$ cat config.mk
export PLATFORM = sky130hd
export DESIGN_NAME = watchdog_timeout_lowpower
export DESIGN_NICKNAME = d
export VERILOG_FILES = /design/src/rtl/wdg_pkg.sv /design/src/rtl/watchdog_timeout_lowpower.sv /design/src/rtl/wdg_step_timer.sv
export SDC_FILE = /design/constraint.sdc
export NUM_CORES = 1
export LEC_CHECK = 0
export BUFFER_PORTS_ARGS = -buffer_cell sky130_fd_sc_hd__buf_2
export CORE_MARGIN = 10
export CORE_UTILIZATION = 45
export DETAILED_ROUTE_END_ITERATION = 10
export GPL_ROUTABILITY_DRIVEN = 1
export HOLD_SLACK_MARGIN = 0.05
export PLACE_DENSITY = 0.7
export RECOVER_POWER = 100
export SKIP_LAST_GASP = 1
export SLEW_MARGIN = 20
export SYNTH_ARGS = -nofsm -noshare
export SYNTH_HDL_FRONTEND = slang
export SYNTH_SLANG_ARGS = --single-unit
$ cat constraint.sdc
create_clock -name pclk -period 4.7 [get_ports pclk]
set_input_delay 0.47 -clock pclk [delete_from_list [all_inputs] [get_ports pclk]]
set_output_delay 0.47 -clock pclk [all_outputs]
set_load 0.05 [all_outputs]
$ cat src/rtl/wdg_pkg.sv
package wdg_pkg;

  // Oscillator clock of the block.
  localparam int unsigned CLK_PERIOD_NS = 5;

  // Register map: printed indices, byte address is four times the index.
  localparam int unsigned CTRL_IDX      = 'h2a;
  localparam int unsigned STATUS_IDX    = 'h2b;
  localparam logic [11:0] CTRL_ADDR     = 12'(CTRL_IDX * 4);
  localparam logic [11:0] STATUS_ADDR   = 12'(STATUS_IDX * 4);
  localparam logic [7:0]  CTRL_RESET    = 8'h7f;
  localparam int unsigned ACT_BIT       = 7;
  localparam int unsigned TOP_BIT       = 6;
  localparam logic [6:0]  ROLL_VALUE    = 7'h40;

  // Status register fields.
  localparam int unsigned ST_MODE_LSB   = 0;
  localparam int unsigned ST_PULSE_BIT  = 3;
  localparam int unsigned ST_ON_BIT     = 4;

  // Timebase tables, one 6-bit entry per select code, code 0 lowest.
  localparam logic [23:0] TB_MSB_TBL    = {6'h31, 6'h14, 6'h08, 6'h04};
  localparam logic [23:0] TB_LSB_TBL    = {6'h36, 6'h23, 6'h35, 6'h3b};
  localparam int unsigned TB_W          = 6;

  // Step timing: full step in clocks, step bases in units of one 256th of a full step.
  localparam int unsigned STEP_CYCLES_DEF = 16384;
  localparam int unsigned SUB_DIV         = 256;
  localparam logic [7:0]  FIRST_MIN_BASE  = 8'h80;
  localparam logic [7:0]  SHORT_BASE      = 8'hc0;
  localparam logic [5:0]  ACC_STEP        = 6'h04;

  // Restart delay after leaving a halt, in clocks.
  localparam logic [12:0] DELAY_SHORT   = 13'h0100;
  localparam logic [12:0] DELAY_LONG    = 13'h1000;

  // Reset pulse length.
  localparam int unsigned RST_PULSE_NS  = 30000;
  localparam int unsigned RST_PULSE_CYC = RST_PULSE_NS / CLK_PERIOD_NS;

  typedef enum logic [2:0] {
    MODE_RUN,
    MODE_HALT_STEP,
    MODE_HALTED,
    MODE_ACTIVE_HALT,
    MODE_RESTART
  } wdg_mode_e;

endpackage

$ cat src/rtl/watchdog_timeout_lowpower.sv
`timescale 1ns/1ps
module watchdog_timeout_lowpower #(
  parameter int unsigned STEP_CYCLES      = wdg_pkg::STEP_CYCLES_DEF,
  parameter int unsigned RST_PULSE_CYCLES = wdg_pkg::RST_PULSE_CYC
) (
  // Clock and reset
  input  wire logic        pclk,
  input  wire logic        presetn,
  // APB slave
  input  wire logic        psel,
  input  wire logic        penable,
  input  wire logic        pwrite,
  input  wire logic [11:0] paddr,
  input  wire logic [31:0] pwdata,
  output logic [31:0]      prdata,
  output logic             pready,
  output logic             pslverr,
  // Clock controller settings
  input  wire logic [1:0]  timebase_select,
  input  wire logic        timebase_irq_enable,
  // Static options
  input  wire logic        halt_reset_option,
  input  wire logic        hw_watchdog_option,
  input  wire logic        long_startup_sel,
  // Core events
  input  wire logic        halt_exec,
  input  wire logic        ext_irq_wake,
  input  wire logic        osc_irq_wake,
  // Reset request
  output logic             wdg_rst_n
);
  import wdg_pkg::*;

  // All event and setting inputs come from logic on pclk, so none of them
  // passes a synchroniser.

  logic        active_ff;
  logic [6:0]  count_ff;
  wdg_mode_e   mode_ff;
  wdg_mode_e   nxt_mode;
  logic [12:0] delay_ff;
  logic [15:0] pulse_ff;
  logic        wdg_rst_n_ff;
  logic        pready_ff;
  logic        pslverr_ff;
  logic [31:0] prdata_ff;
  logic        tick;

  // Bus decode.
  wire logic access   = psel && penable;
  wire logic hit_ctrl = (paddr == CTRL_ADDR);
  wire logic hit_stat = (paddr == STATUS_ADDR);
  wire logic mapped   = hit_ctrl || hit_stat;
  wire logic complete = access && pready_ff;
  wire logic ctrl_wr  = complete && pwrite && hit_ctrl;

  // Timebase constants.
  wire logic [5:0] tb_msb = TB_MSB_TBL[timebase_select*TB_W +: TB_W];
  wire logic [5:0] tb_lsb = TB_LSB_TBL[timebase_select*TB_W +: TB_W];

  // The option byte overrides the activation bit.
  wire logic wdg_on = active_ff || hw_watchdog_option;

  // Timeout count is the six low bits; bit 6 only marks expiry.
  wire logic [5:0] timeout_count     = count_ff[TOP_BIT-1:0];
  wire logic       countdown_top_bit = count_ff[TOP_BIT];

  // Slow and wait are not inputs at all: nothing but a halt, a wake or a
  // reset ever stops the count.
  wire logic run_mode = (mode_ff == MODE_RUN);
  wire logic dec      = (run_mode && tick) || (mode_ff == MODE_HALT_STEP);

  // A static input picks the restart delay.
  wire logic [12:0] delay_lim  = long_startup_sel ? DELAY_LONG : DELAY_SHORT;
  wire logic        delay_done = (delay_ff == delay_lim - 13'h0001);
  wire logic        resume     = (mode_ff == MODE_RESTART) && delay_done;

  wire logic pulse_busy = (pulse_ff != 16'h0000);

  // Rollover out of 40h while counting.
  wire logic roll_rst = wdg_on && run_mode && tick && (count_ff == ROLL_VALUE);
  // Writing the top bit as zero with the watchdog on forces a reset.
  wire logic sw_rst   = ctrl_wr && !pwdata[TOP_BIT] &&
                        (wdg_on || pwdata[ACT_BIT]);
  wire logic halt_rst = halt_exec && run_mode && !timebase_irq_enable &&
                        halt_reset_option;
  wire logic fire     = (roll_rst || sw_rst || halt_rst) && !pulse_busy;

  wire logic [6:0] nxt_count =
    ctrl_wr ? pwdata[TOP_BIT:0] :
    dec     ? count_ff - 7'h01  : count_ff;
  wire logic nxt_active = active_ff || (ctrl_wr && pwdata[ACT_BIT]);

  wire logic [31:0] rd_ctrl = {24'h000000, active_ff, count_ff};
  wire logic [31:0] rd_stat = {27'h0000000, wdg_on, pulse_busy, mode_ff};
  wire logic [31:0] rd_mux  = hit_ctrl ? rd_ctrl : hit_stat ? rd_stat : '0;

  wdg_step_timer #(
    .STEP_CYCLES (STEP_CYCLES)
  ) u_step (
    .pclk    (pclk),
    .presetn (presetn),
    .restart (ctrl_wr),
    .resume  (resume),
    .run     (run_mode),
    .msb     (tb_msb),
    .lsb     (tb_lsb),
    .tick    (tick)
  );

  // Mode sequencing around halt.
  always_comb begin
    nxt_mode = mode_ff;
    unique case (mode_ff)
      MODE_RUN: begin
        if (halt_exec && timebase_irq_enable) begin
          nxt_mode = MODE_ACTIVE_HALT;
        end else if (halt_exec && !halt_reset_option) begin
          nxt_mode = MODE_HALT_STEP;
        end
      end
      MODE_HALT_STEP: begin
        nxt_mode = MODE_HALTED;
      end
      MODE_HALTED: begin
        if (ext_irq_wake) begin
          nxt_mode = MODE_RESTART;
        end
      end
      MODE_ACTIVE_HALT: begin
        if (ext_irq_wake || osc_irq_wake) begin
          nxt_mode = MODE_RUN;
        end
      end
      MODE_RESTART: begin
        if (delay_done) begin
          nxt_mode = MODE_RUN;
        end
      end
    endcase
  end

  // Reset leaves the activation bit clear and waits out the start-up delay,
  // which covers leaving either halt through a reset.
  always_ff @(posedge pclk or negedge presetn) begin
    if (!presetn) begin
      mode_ff  <= MODE_RESTART;
      delay_ff <= '0;
    end else begin
      mode_ff  <= nxt_mode;
      delay_ff <= (mode_ff == MODE_RESTART) ? delay_ff + 13'h0001 : '0;
    end
  end

  always_ff @(posedge pclk or negedge presetn) begin
    if (!presetn) begin
      active_ff <= CTRL_RESET[ACT_BIT];
      count_ff  <= CTRL_RESET[TOP_BIT:0];
    end else begin
      active_ff <= nxt_active;
      count_ff  <= nxt_count;
    end
  end

  // The pulse is a request to the reset controller; the block itself only
  // returns to its reset state when presetn comes back.
  always_ff @(posedge pclk or negedge presetn) begin
    if (!presetn) begin
      pulse_ff     <= '0;
      wdg_rst_n_ff <= 1'b1;
    end else if (fire) begin
      pulse_ff     <= 16'(RST_PULSE_CYCLES);
      wdg_rst_n_ff <= 1'b0;
    end else begin
      pulse_ff     <= pulse_busy ? pulse_ff - 16'h0001 : pulse_ff;
      wdg_rst_n_ff <= !(pulse_ff > 16'h0001);
    end
  end

  // One wait state: pready rises in the second access cycle.
  always_ff @(posedge pclk or negedge presetn) begin
    if (!presetn) begin
      pready_ff  <= 1'b0;
      pslverr_ff <= 1'b0;
      prdata_ff  <= '0;
    end else begin
      pready_ff  <= access && !pready_ff;
      pslverr_ff <= access && !pready_ff && !mapped;
      prdata_ff  <= (access && !pready_ff && !pwrite) ? rd_mux : '0;
    end
  end

  assign prdata    = prdata_ff;
  assign pready    = pready_ff;
  assign pslverr   = pslverr_ff;
  assign wdg_rst_n = wdg_rst_n_ff;

  a_tb_table:
    assert property (@(posedge pclk) disable iff (!presetn)
    timebase_select == 2'h2 |-> tb_msb == 6'h14 && tb_lsb == 6'h23)
    else $error("timebase table entry wrong");

  a_count_six:
    assert property (@(posedge pclk) disable iff (!presetn)
    run_mode && tick && !ctrl_wr && timeout_count == 6'h00
    |=> countdown_top_bit != $past(countdown_top_bit))
    else $error("top bit did not follow the six low bits");

  a_roll_reset:
    assert property (@(posedge pclk) disable iff (!presetn)
    roll_rst && !pulse_busy && !ctrl_wr
    |=> !wdg_rst_n && count_ff == 7'h3f)
    else $error("rollover did not start a reset");

  a_pulse_hold:
    assert property (@(posedge pclk) disable iff (!presetn)
    $fell(wdg_rst_n) |-> !wdg_rst_n [*8])
    else $error("reset pulse too short");

  a_halt_once:
    assert property (@(posedge pclk) disable iff (!presetn)
    run_mode && halt_exec && !timebase_irq_enable && !halt_reset_option
    && !ctrl_wr |=> ##1 count_ff == $past(count_ff, 2) - 7'h01
    && mode_ff == MODE_HALTED)
    else $error("plain halt did not decrement exactly once");

  a_halted_still:
    assert property (@(posedge pclk) disable iff (!presetn)
    mode_ff == MODE_HALTED && !ctrl_wr |=> $stable(count_ff)
    && !$fell(wdg_rst_n))
    else $error("counter moved or reset fired in halt");

  a_halt_reset:
    assert property (@(posedge pclk) disable iff (!presetn)
    halt_rst && !pulse_busy |=> !wdg_rst_n && mode_ff == MODE_RUN)
    else $error("halt with reset option gave no reset");

  a_active_freeze:
    assert property (@(posedge pclk) disable iff (!presetn)
    mode_ff == MODE_ACTIVE_HALT && !ctrl_wr |=> $stable(count_ff))
    else $error("counter moved in active halt");

  a_active_wake:
    assert property (@(posedge pclk) disable iff (!presetn)
    mode_ff == MODE_ACTIVE_HALT && (ext_irq_wake || osc_irq_wake)
    |=> run_mode)
    else $error("active halt wake was delayed");

  a_restart_wait:
    assert property (@(posedge pclk) disable iff (!presetn)
    mode_ff == MODE_HALTED && ext_irq_wake && !long_startup_sel
    |=> (mode_ff == MODE_RESTART) [*8])
    else $error("restart after halt came too early");

  a_restart_len:
    assert property (@(posedge pclk) disable iff (!presetn)
    $past(mode_ff) == MODE_RESTART && run_mode
    |-> $past(delay_ff) == $past(delay_lim) - 13'h0001)
    else $error("restart delay has wrong length");

  a_active_sticky:
    assert property (@(posedge pclk) disable iff (!presetn)
    active_ff |=> active_ff)
    else $error("activation bit cleared without reset");

  a_tb_code0:
    assert property (@(posedge pclk) disable iff (!presetn)
    timebase_select == 2'h0 |-> tb_msb == 6'h04 && tb_lsb == 6'h3b)
    else $error("timebase table entry zero wrong");

  a_run_counts:
    assert property (@(posedge pclk) disable iff (!presetn)
    run_mode && tick && !ctrl_wr |=> count_ff == $past(count_ff) - 7'h01)
    else $error("counter missed a step while running");

  a_off_quiet:
    assert property (@(posedge pclk) disable iff (!presetn)
    !wdg_on && !ctrl_wr && !halt_exec && !pulse_busy |=> wdg_rst_n)
    else $error("disabled watchdog requested a reset");

  a_hw_roll:
    assert property (@(posedge pclk) disable iff (!presetn)
    hw_watchdog_option && run_mode && tick && count_ff == ROLL_VALUE
    && !ctrl_wr && !pulse_busy |=> !wdg_rst_n)
    else $error("hardware option rollover gave no reset");

  a_restart_hold:
    assert property (@(posedge pclk) disable iff (!presetn)
    mode_ff == MODE_RESTART && !ctrl_wr |=> $stable(count_ff))
    else $error("counter moved during the restart delay");

  a_active_quiet:
    assert property (@(posedge pclk) disable iff (!presetn)
    mode_ff == MODE_ACTIVE_HALT && !ctrl_wr && !pulse_busy |=> wdg_rst_n)
    else $error("reset requested in active halt");

  a_active_enter:
    assert property (@(posedge pclk) disable iff (!presetn)
    run_mode && halt_exec && timebase_irq_enable
    |=> mode_ff == MODE_ACTIVE_HALT)
    else $error("halt with interrupt enable missed active halt");

endmodule // watchdog_timeout_lowpower

$ cat src/rtl/wdg_step_timer.sv
`timescale 1ns/1ps
module wdg_step_timer #(
  parameter int unsigned STEP_CYCLES = wdg_pkg::STEP_CYCLES_DEF
) (
  // Clock and reset
  input  wire logic       pclk,
  input  wire logic       presetn,
  // Control
  input  wire logic       restart,
  input  wire logic       resume,
  input  wire logic       run,
  // Timebase constants
  input  wire logic [5:0] msb,
  input  wire logic [5:0] lsb,
  // Decrement strobe
  output logic            tick
);
  import wdg_pkg::*;

  localparam int unsigned W      = 17;
  localparam logic [W-1:0] STEP_W = W'(STEP_CYCLES);
  localparam logic [W-1:0] SUB_W  = W'(STEP_CYCLES / SUB_DIV);
  localparam logic [W-1:0] ONE_W  = W'(1);

  logic [W-1:0] phase_ff;
  logic [W-1:0] remain_ff;
  logic [5:0]   acc_ff;
  logic         tick_ff;

  wire logic [W-1:0] first_min = (W'(lsb) + W'(FIRST_MIN_BASE)) * SUB_W;
  wire logic [W-1:0] short_len = (W'(lsb) + W'(SHORT_BASE)) * SUB_W;
  // The prescaler phase at the write is unknown to software, so the first
  // step is whatever remains of it, but never below the minimum.
  wire logic [W-1:0] phase_left = STEP_W - phase_ff;
  wire logic [W-1:0] first_len  =
    (phase_left < first_min) ? first_min : phase_left;
  // Floor of 4*k/MSB advances exactly when the accumulator wraps.
  wire logic [5:0] acc_sum  = acc_ff + ACC_STEP;
  wire logic       is_short = (acc_sum >= msb);
  wire logic [5:0] nxt_acc  = is_short ? acc_sum - msb : acc_sum;
  wire logic       step_end = run && (remain_ff == ONE_W);
  wire logic [W-1:0] nxt_phase =
    (phase_ff == STEP_W - ONE_W) ? '0 : phase_ff + ONE_W;

  always_ff @(posedge pclk or negedge presetn) begin
    if (!presetn) begin
      phase_ff <= '0;
    end else begin
      phase_ff <= nxt_phase;
    end
  end

  always_ff @(posedge pclk or negedge presetn) begin
    if (!presetn) begin
      remain_ff <= STEP_W;
      acc_ff    <= '0;
      tick_ff   <= 1'b0;
    end else if (restart) begin
      remain_ff <= first_len;
      acc_ff    <= '0;
      tick_ff   <= 1'b0;
    end else if (resume) begin
      remain_ff <= STEP_W;
      tick_ff   <= 1'b0;
    end else if (step_end) begin
      remain_ff <= is_short ? short_len : STEP_W;
      acc_ff    <= nxt_acc;
      tick_ff   <= 1'b1;
    end else begin
      remain_ff <= run ? remain_ff - ONE_W : remain_ff;
      tick_ff   <= 1'b0;
    end
  end

  assign tick = tick_ff;

  a_first_bounds:
    assert property (@(posedge pclk) disable iff (!presetn)
    restart |=> remain_ff >= $past(first_min)
    && remain_ff <= STEP_W)
    else $error("first step outside its window");

  a_short_step:
    assert property (@(posedge pclk) disable iff (!presetn)
    step_end && !restart && !resume && is_short
    |=> remain_ff == $past(short_len) && tick)
    else $error("shortened step has wrong length");

  a_full_step:
    assert property (@(posedge pclk) disable iff (!presetn)
    step_end && !restart && !resume && !is_short
    |=> remain_ff == STEP_W)
    else $error("full step has wrong length");

endmodule // wdg_step_timer
==> reports/qor.json <==
{
  "hold_depth": {"value": 3},
  "yosys_register_bits": {"value": 92},
  "cell_count_after_placement": {"value": 829},
  "p_per_area": {"value": 390, "unit": "nW/um^2"},
  "synth.lib_cells_used.distinct": {"value": 65},
  "worstPathCellList": {"value": "inv_1 > ha_1 > or4b_2 > nor4_4 > nand2_1 > xor2_1 > ha_1 > o211ai_1 > nand2_1 > o21ai_0 > o221ai_2 > mux2i_1 > o211ai_1"},
  "startpoint_type": {"value": "flip-flop"},
  "hold_end": {"value": "count_ff[4]"},
  "worst_hold_slack": {"value": 0.336, "unit": "ns"},
  "place_congestion": {"value": 0.873},
  "run_status": {"value": "finished, violations left"},
  "synthDominantCellAreaShare": {"value": 0.360},
  "power.share.switching": {"value": 0.354},
  "dr_total_vias": {"value": 4579},
  "startpoint_of_the_most_critical_hold_path": {"value": "pwdata[4]"},
  "netlist_area_before_placement": {"value": 5700, "unit": "sq um"},
  "die_width": {"value": 133, "unit": "um"},
  "routed_wirelength": {"value": 12.4, "unit": "mm"},
  "chipHeight": {"value": 133, "unit": "um"},
  "io-pin-count": {"value": 93},
  "synth_top_family_by_area": {"value": "simple AND/OR/NAND/NOR gates"},
  "cp_slowest_cell": {"value": "sky130_fd_sc_hd__or4b_2"},
  "worstSkewPairLatency": {"value": 0.34, "unit": "ns"},
  "ys.flop_type": {"value": "sky130_fd_sc_hd__dfrtp_1"},
  "tns": {"value": 0, "unit": "ns"},
  "synth-edff-count": {"value": 0},
  "post_synthesis_compound_gate_area_fraction": {"value": 0.130},
  "multiInputGateArea": {"value": 3040, "unit": "sq um"},
  "total_leakage_power": {"value": 2.59, "unit": "nW"},
  "vdd_ir_drop_max": {"value": 0.249, "unit": "mV"},
  "grt_pass1_wl": {"value": 21.6, "unit": "mm"},
  "switchingPower": {"value": 853, "unit": "uW"},
  "synth-warning-count": {"value": 0},
  "setup.reg_to_reg.worst_slack": {"value": 0.89, "unit": "ns"},
  "rsz0062_at_grt": {"value": "false"},
  "synthCells": {"value": 641},
  "relative_slew_margins": {"value": -0.373},
  "final.setup_skew": {"value": 0.00502, "unit": "ns"},
  "numPortBuffers": {"value": 44},
  "post_synth_mux_area_share": {"value": 0.0231},
  "power_report.internal_total": {"value": 1.55, "unit": "mW"},
  "yosys.area_share.adder": {"value": 0.0417},
  "crit-reg2reg-capture": {"value": "u_step.remain_ff[6]"},
  "post-route-min-period": {"value": 3.81, "unit": "ns"},
  "antenna_found_initial": {"value": 0},
  "critical_path.max_stage_delay": {"value": 0.68, "unit": "ns"},
  "finalSetupViolations": {"value": 0},
  "non_filler_instances": {"value": 845},
  "vias_in_the_first_global_route": {"value": 4665},
  "worst-slew-pin-transition": {"value": 2.06, "unit": "ns"},
  "clk_transition_reported_paths": {"value": 0.06, "unit": "ns"},
  "track_usage": {"value": 0.144},
  "largest_area_contributor_in_the_netlist": {"value": "sky130_fd_sc_hd__dfrtp_1"},
  "period_share": {"value": 0.810},
  "dieArea": {"value": 17600, "unit": "sq um"},
  "critPathRequiredTime": {"value": 4.89, "unit": "ns"},
  "detail_route.drc_violations": {"value": 0},
  "clock_sink_count": {"value": 92},
  "synth-simple-area-share": {"value": 0.236},
  "worst_setup_path_end_kind": {"value": "flip-flop"},
  "failing_checks": {"value": "max-capacitance violations, max-slew violations"},
  "num-fill-cells": {"value": 1238},
  "cts_max_path_buffers": {"value": 2},
  "register_area": {"value": 2310, "unit": "sq um"},
  "cap_viol_max_count": {"value": 1},
  "max_freq": {"value": 0.263, "unit": "GHz"},
  "synth-async-reset-ratio": {"value": 1.00},
  "worst-r2r-cell-count": {"value": 13},
  "cts_htree_levels": {"value": 3},
  "drt_iter0_drc": {"value": 259},
  "cts_hold_repair.buffers": {"value": 0},
  "synthXorXnorAreaFrac": {"value": 0.0861},
  "route.detailed.vias_per_inst": {"value": 5.42},
  "route.detailed.wl_per_inst": {"value": 14.7, "unit": "um"},
  "half_perimeter_wire_length_of_the_detailed_placement_result": {"value": 9.55, "unit": "mm"},
  "reg2reg_from": {"value": "u_step.phase_ff[0]"},
  "cts_setup_buffers": {"value": 0},
  "comb_power_share": {"value": 0.258},
  "syn2layout_area_growth": {"value": 8.39, "unit": "%"},
  "antenna_cells_inserted": {"value": 0},
  "criticalPathCategory": {"value": "reg2reg"},
  "largest_net_degree_at_the_start_of_global_routing": {"value": 55},
  "start_util": {"value": 0.455},
  "cts-buffers-inserted": {"value": 9},
  "core_region_area": {"value": 12500, "unit": "sq um"},
  "crit_fanout": {"value": 16},
  "post-synth-top-count-cell": {"value": "sky130_fd_sc_hd__dfrtp_1"},
  "slew_violations": {"value": 40},
  "final-hold-violation-count": {"value": 0},
  "netlist_top_cells_area": {"value": "sky130_fd_sc_hd__dfrtp_1, sky130_fd_sc_hd__xnor2_1, sky130_fd_sc_hd__nor2_1"},
  "cts_resized": {"value": 0},
  "final_layout_size_suffix_gt1_frac": {"value": 0.105},
  "crit_start": {"value": "u_step.phase_ff[0]"},
  "power_frac_clock": {"value": 0.287},
  "std_cell_rows": {"value": 41},
  "clk_tree_root_cell": {"value": "sky130_fd_sc_hd__clkbuf_16"},
  "clock_tree_from_tritoncts": {"value": "yes"},
  "drt.antenna.violating_nets": {"value": 0},
  "synth-seq-area-share": {"value": 0.406},
  "worst-endpoint-arrival": {"value": 4.00, "unit": "ns"},
  "holdCritPathClass": {"value": "in2reg"},
  "drt_pre_antenna_iters": {"value": 5},
  "grt.overflow.total": {"value": 0},
  "synth_commonest_cells": {"value": "sky130_fd_sc_hd__dfrtp_1, sky130_fd_sc_hd__nor2_1, sky130_fd_sc_hd__nand2_1"},
  "sequential_cell_fraction_of_total_power": {"value": 0.455},
  "synth.avg_cell_area": {"value": 8.89, "unit": "sq um"},
  "layout.nets": {"value": 745}
}
layout make-up:
cell class,instances,share of cell area
clock buffers,11,0.0393
clock inverters,5,0.00729
inverters,27,0.0164
multi-input cells,491,0.492
flip-flops and latches,92,0.375
well taps,172,0.0348
repair buffers,47,0.0359
worst max-delay path: cells and delay by family, from the launching register on:
| family | cells | cell delay (ns) |
|---|---|---|
| adder cells (fa/ha/maj) | 2 | 0.52 |
| AO/OA/AOI/OAI | 4 | 0.87 |
| flip-flops | 1 | 0.47 |
| XOR/XNOR | 1 | 0.17 |
| AND/OR/NAND/NOR | 4 | 1.13 |
| buffers and inverters | 1 | 0.12 |
| multiplexers | 1 | 0.36 |
metal layers:
layer  vias to the layer above  wire (um)  track usage
li1                       2280          -            -
met1                      2196       5370        0.173
met2                        79       6430        0.253
met3                        24        374       0.0307
met4                         0        272       0.0434
met5                         -          0            0
power groups by stage:
stage | registers [mW] | logic (mW) | clock network (mW)
6_report | 1.10 | 0.620 | 0.691
4_1_cts | 1.09 | 0.624 | 0.709
3_3_place_gp | 1.10 | 0.597 | 0
3_5_place_dp | 1.11 | 0.621 | 0
2_1_floorplan | 1.06 | 0.518 | 0
5_1_grt | 1.12 | 0.698 | 0.752
placed cells by master (no fill, tap or decap), types with 5 or more instances in the layout:
cell,n
sky130_fd_sc_hd__dfrtp_1,82
sky130_fd_sc_hd__nor2_1,73
sky130_fd_sc_hd__nand2_1,55
sky130_fd_sc_hd__o21ai_0,41
sky130_fd_sc_hd__xnor2_1,35
sky130_fd_sc_hd__buf_2,32
sky130_fd_sc_hd__nand3_1,30
sky130_fd_sc_hd__nor3_1,30
sky130_fd_sc_hd__inv_1,27
sky130_fd_sc_hd__a21oi_1,24
sky130_fd_sc_hd__conb_1,24
sky130_fd_sc_hd__xor2_1,21
sky130_fd_sc_hd__ha_1,19
sky130_fd_sc_hd__nor4_1,14
sky130_fd_sc_hd__clkbuf_1,14
sky130_fd_sc_hd__mux2i_1,12
sky130_fd_sc_hd__or4_1,10
sky130_fd_sc_hd__clkbuf_16,9
sky130_fd_sc_hd__or3_1,8
sky130_fd_sc_hd__dfstp_2,8
sky130_fd_sc_hd__and2_0,6
sky130_fd_sc_hd__o311ai_0,5
state kept, by name, indices dropped and copies added, names as in the netlist:
name              flops
active_ff             1
count_ff              7
delay_ff             13
mode_ff               3
prdata                8
pready                1
pslverr               1
pulse_ff             16
u_step.acc_ff         6
u_step.phase_ff      17
u_step.remain_ff     17
u_step.tick           1
wdg_rst_n             1
stage by stage:
stage / instance area (sq um) / worst slack [ns] / utilization / total power [mW]
floorplan: 5790 / 1.41 / - / 1.58
global placement: 5920 / 1.05 / 0.473 / 1.70
detailed placement: 5920 / 0.945 / 0.473 / 1.73
CTS: 6210 / 0.921 / 0.496 / 2.43
global route: 6180 / 0.554 / 0.494 / 2.57
finish: 6180 / 0.894 / 0.494 / 2.41
kinds of logic after synthesis:
kind of cell,Yosys count
buf+inv,81
other cells,1
xor+xnor,56
compound gates,116
mux,13
fa+ha+maj,19
simple gates,263
flops,92
how the worst max path moves through the flow:
| stage | endpoint | slack, ns | cells past startpoint |
|---|---|---|---|
| 2_1_floorplan | u_step.remain_ff[3] | 1.41 | 15 |
| 3_3_place_gp | u_step.remain_ff[6] | 1.05 | 13 |
| 6_report | u_step.remain_ff[6] | 0.89 | 13 |
| 3_5_place_dp | u_step.remain_ff[6] | 0.94 | 13 |
| 5_1_grt | u_step.remain_ff[6] | 0.55 | 13 |
| 4_1_cts | u_step.remain_ff[6] | 0.92 | 13 |
(Power assumes the default switching activity.)
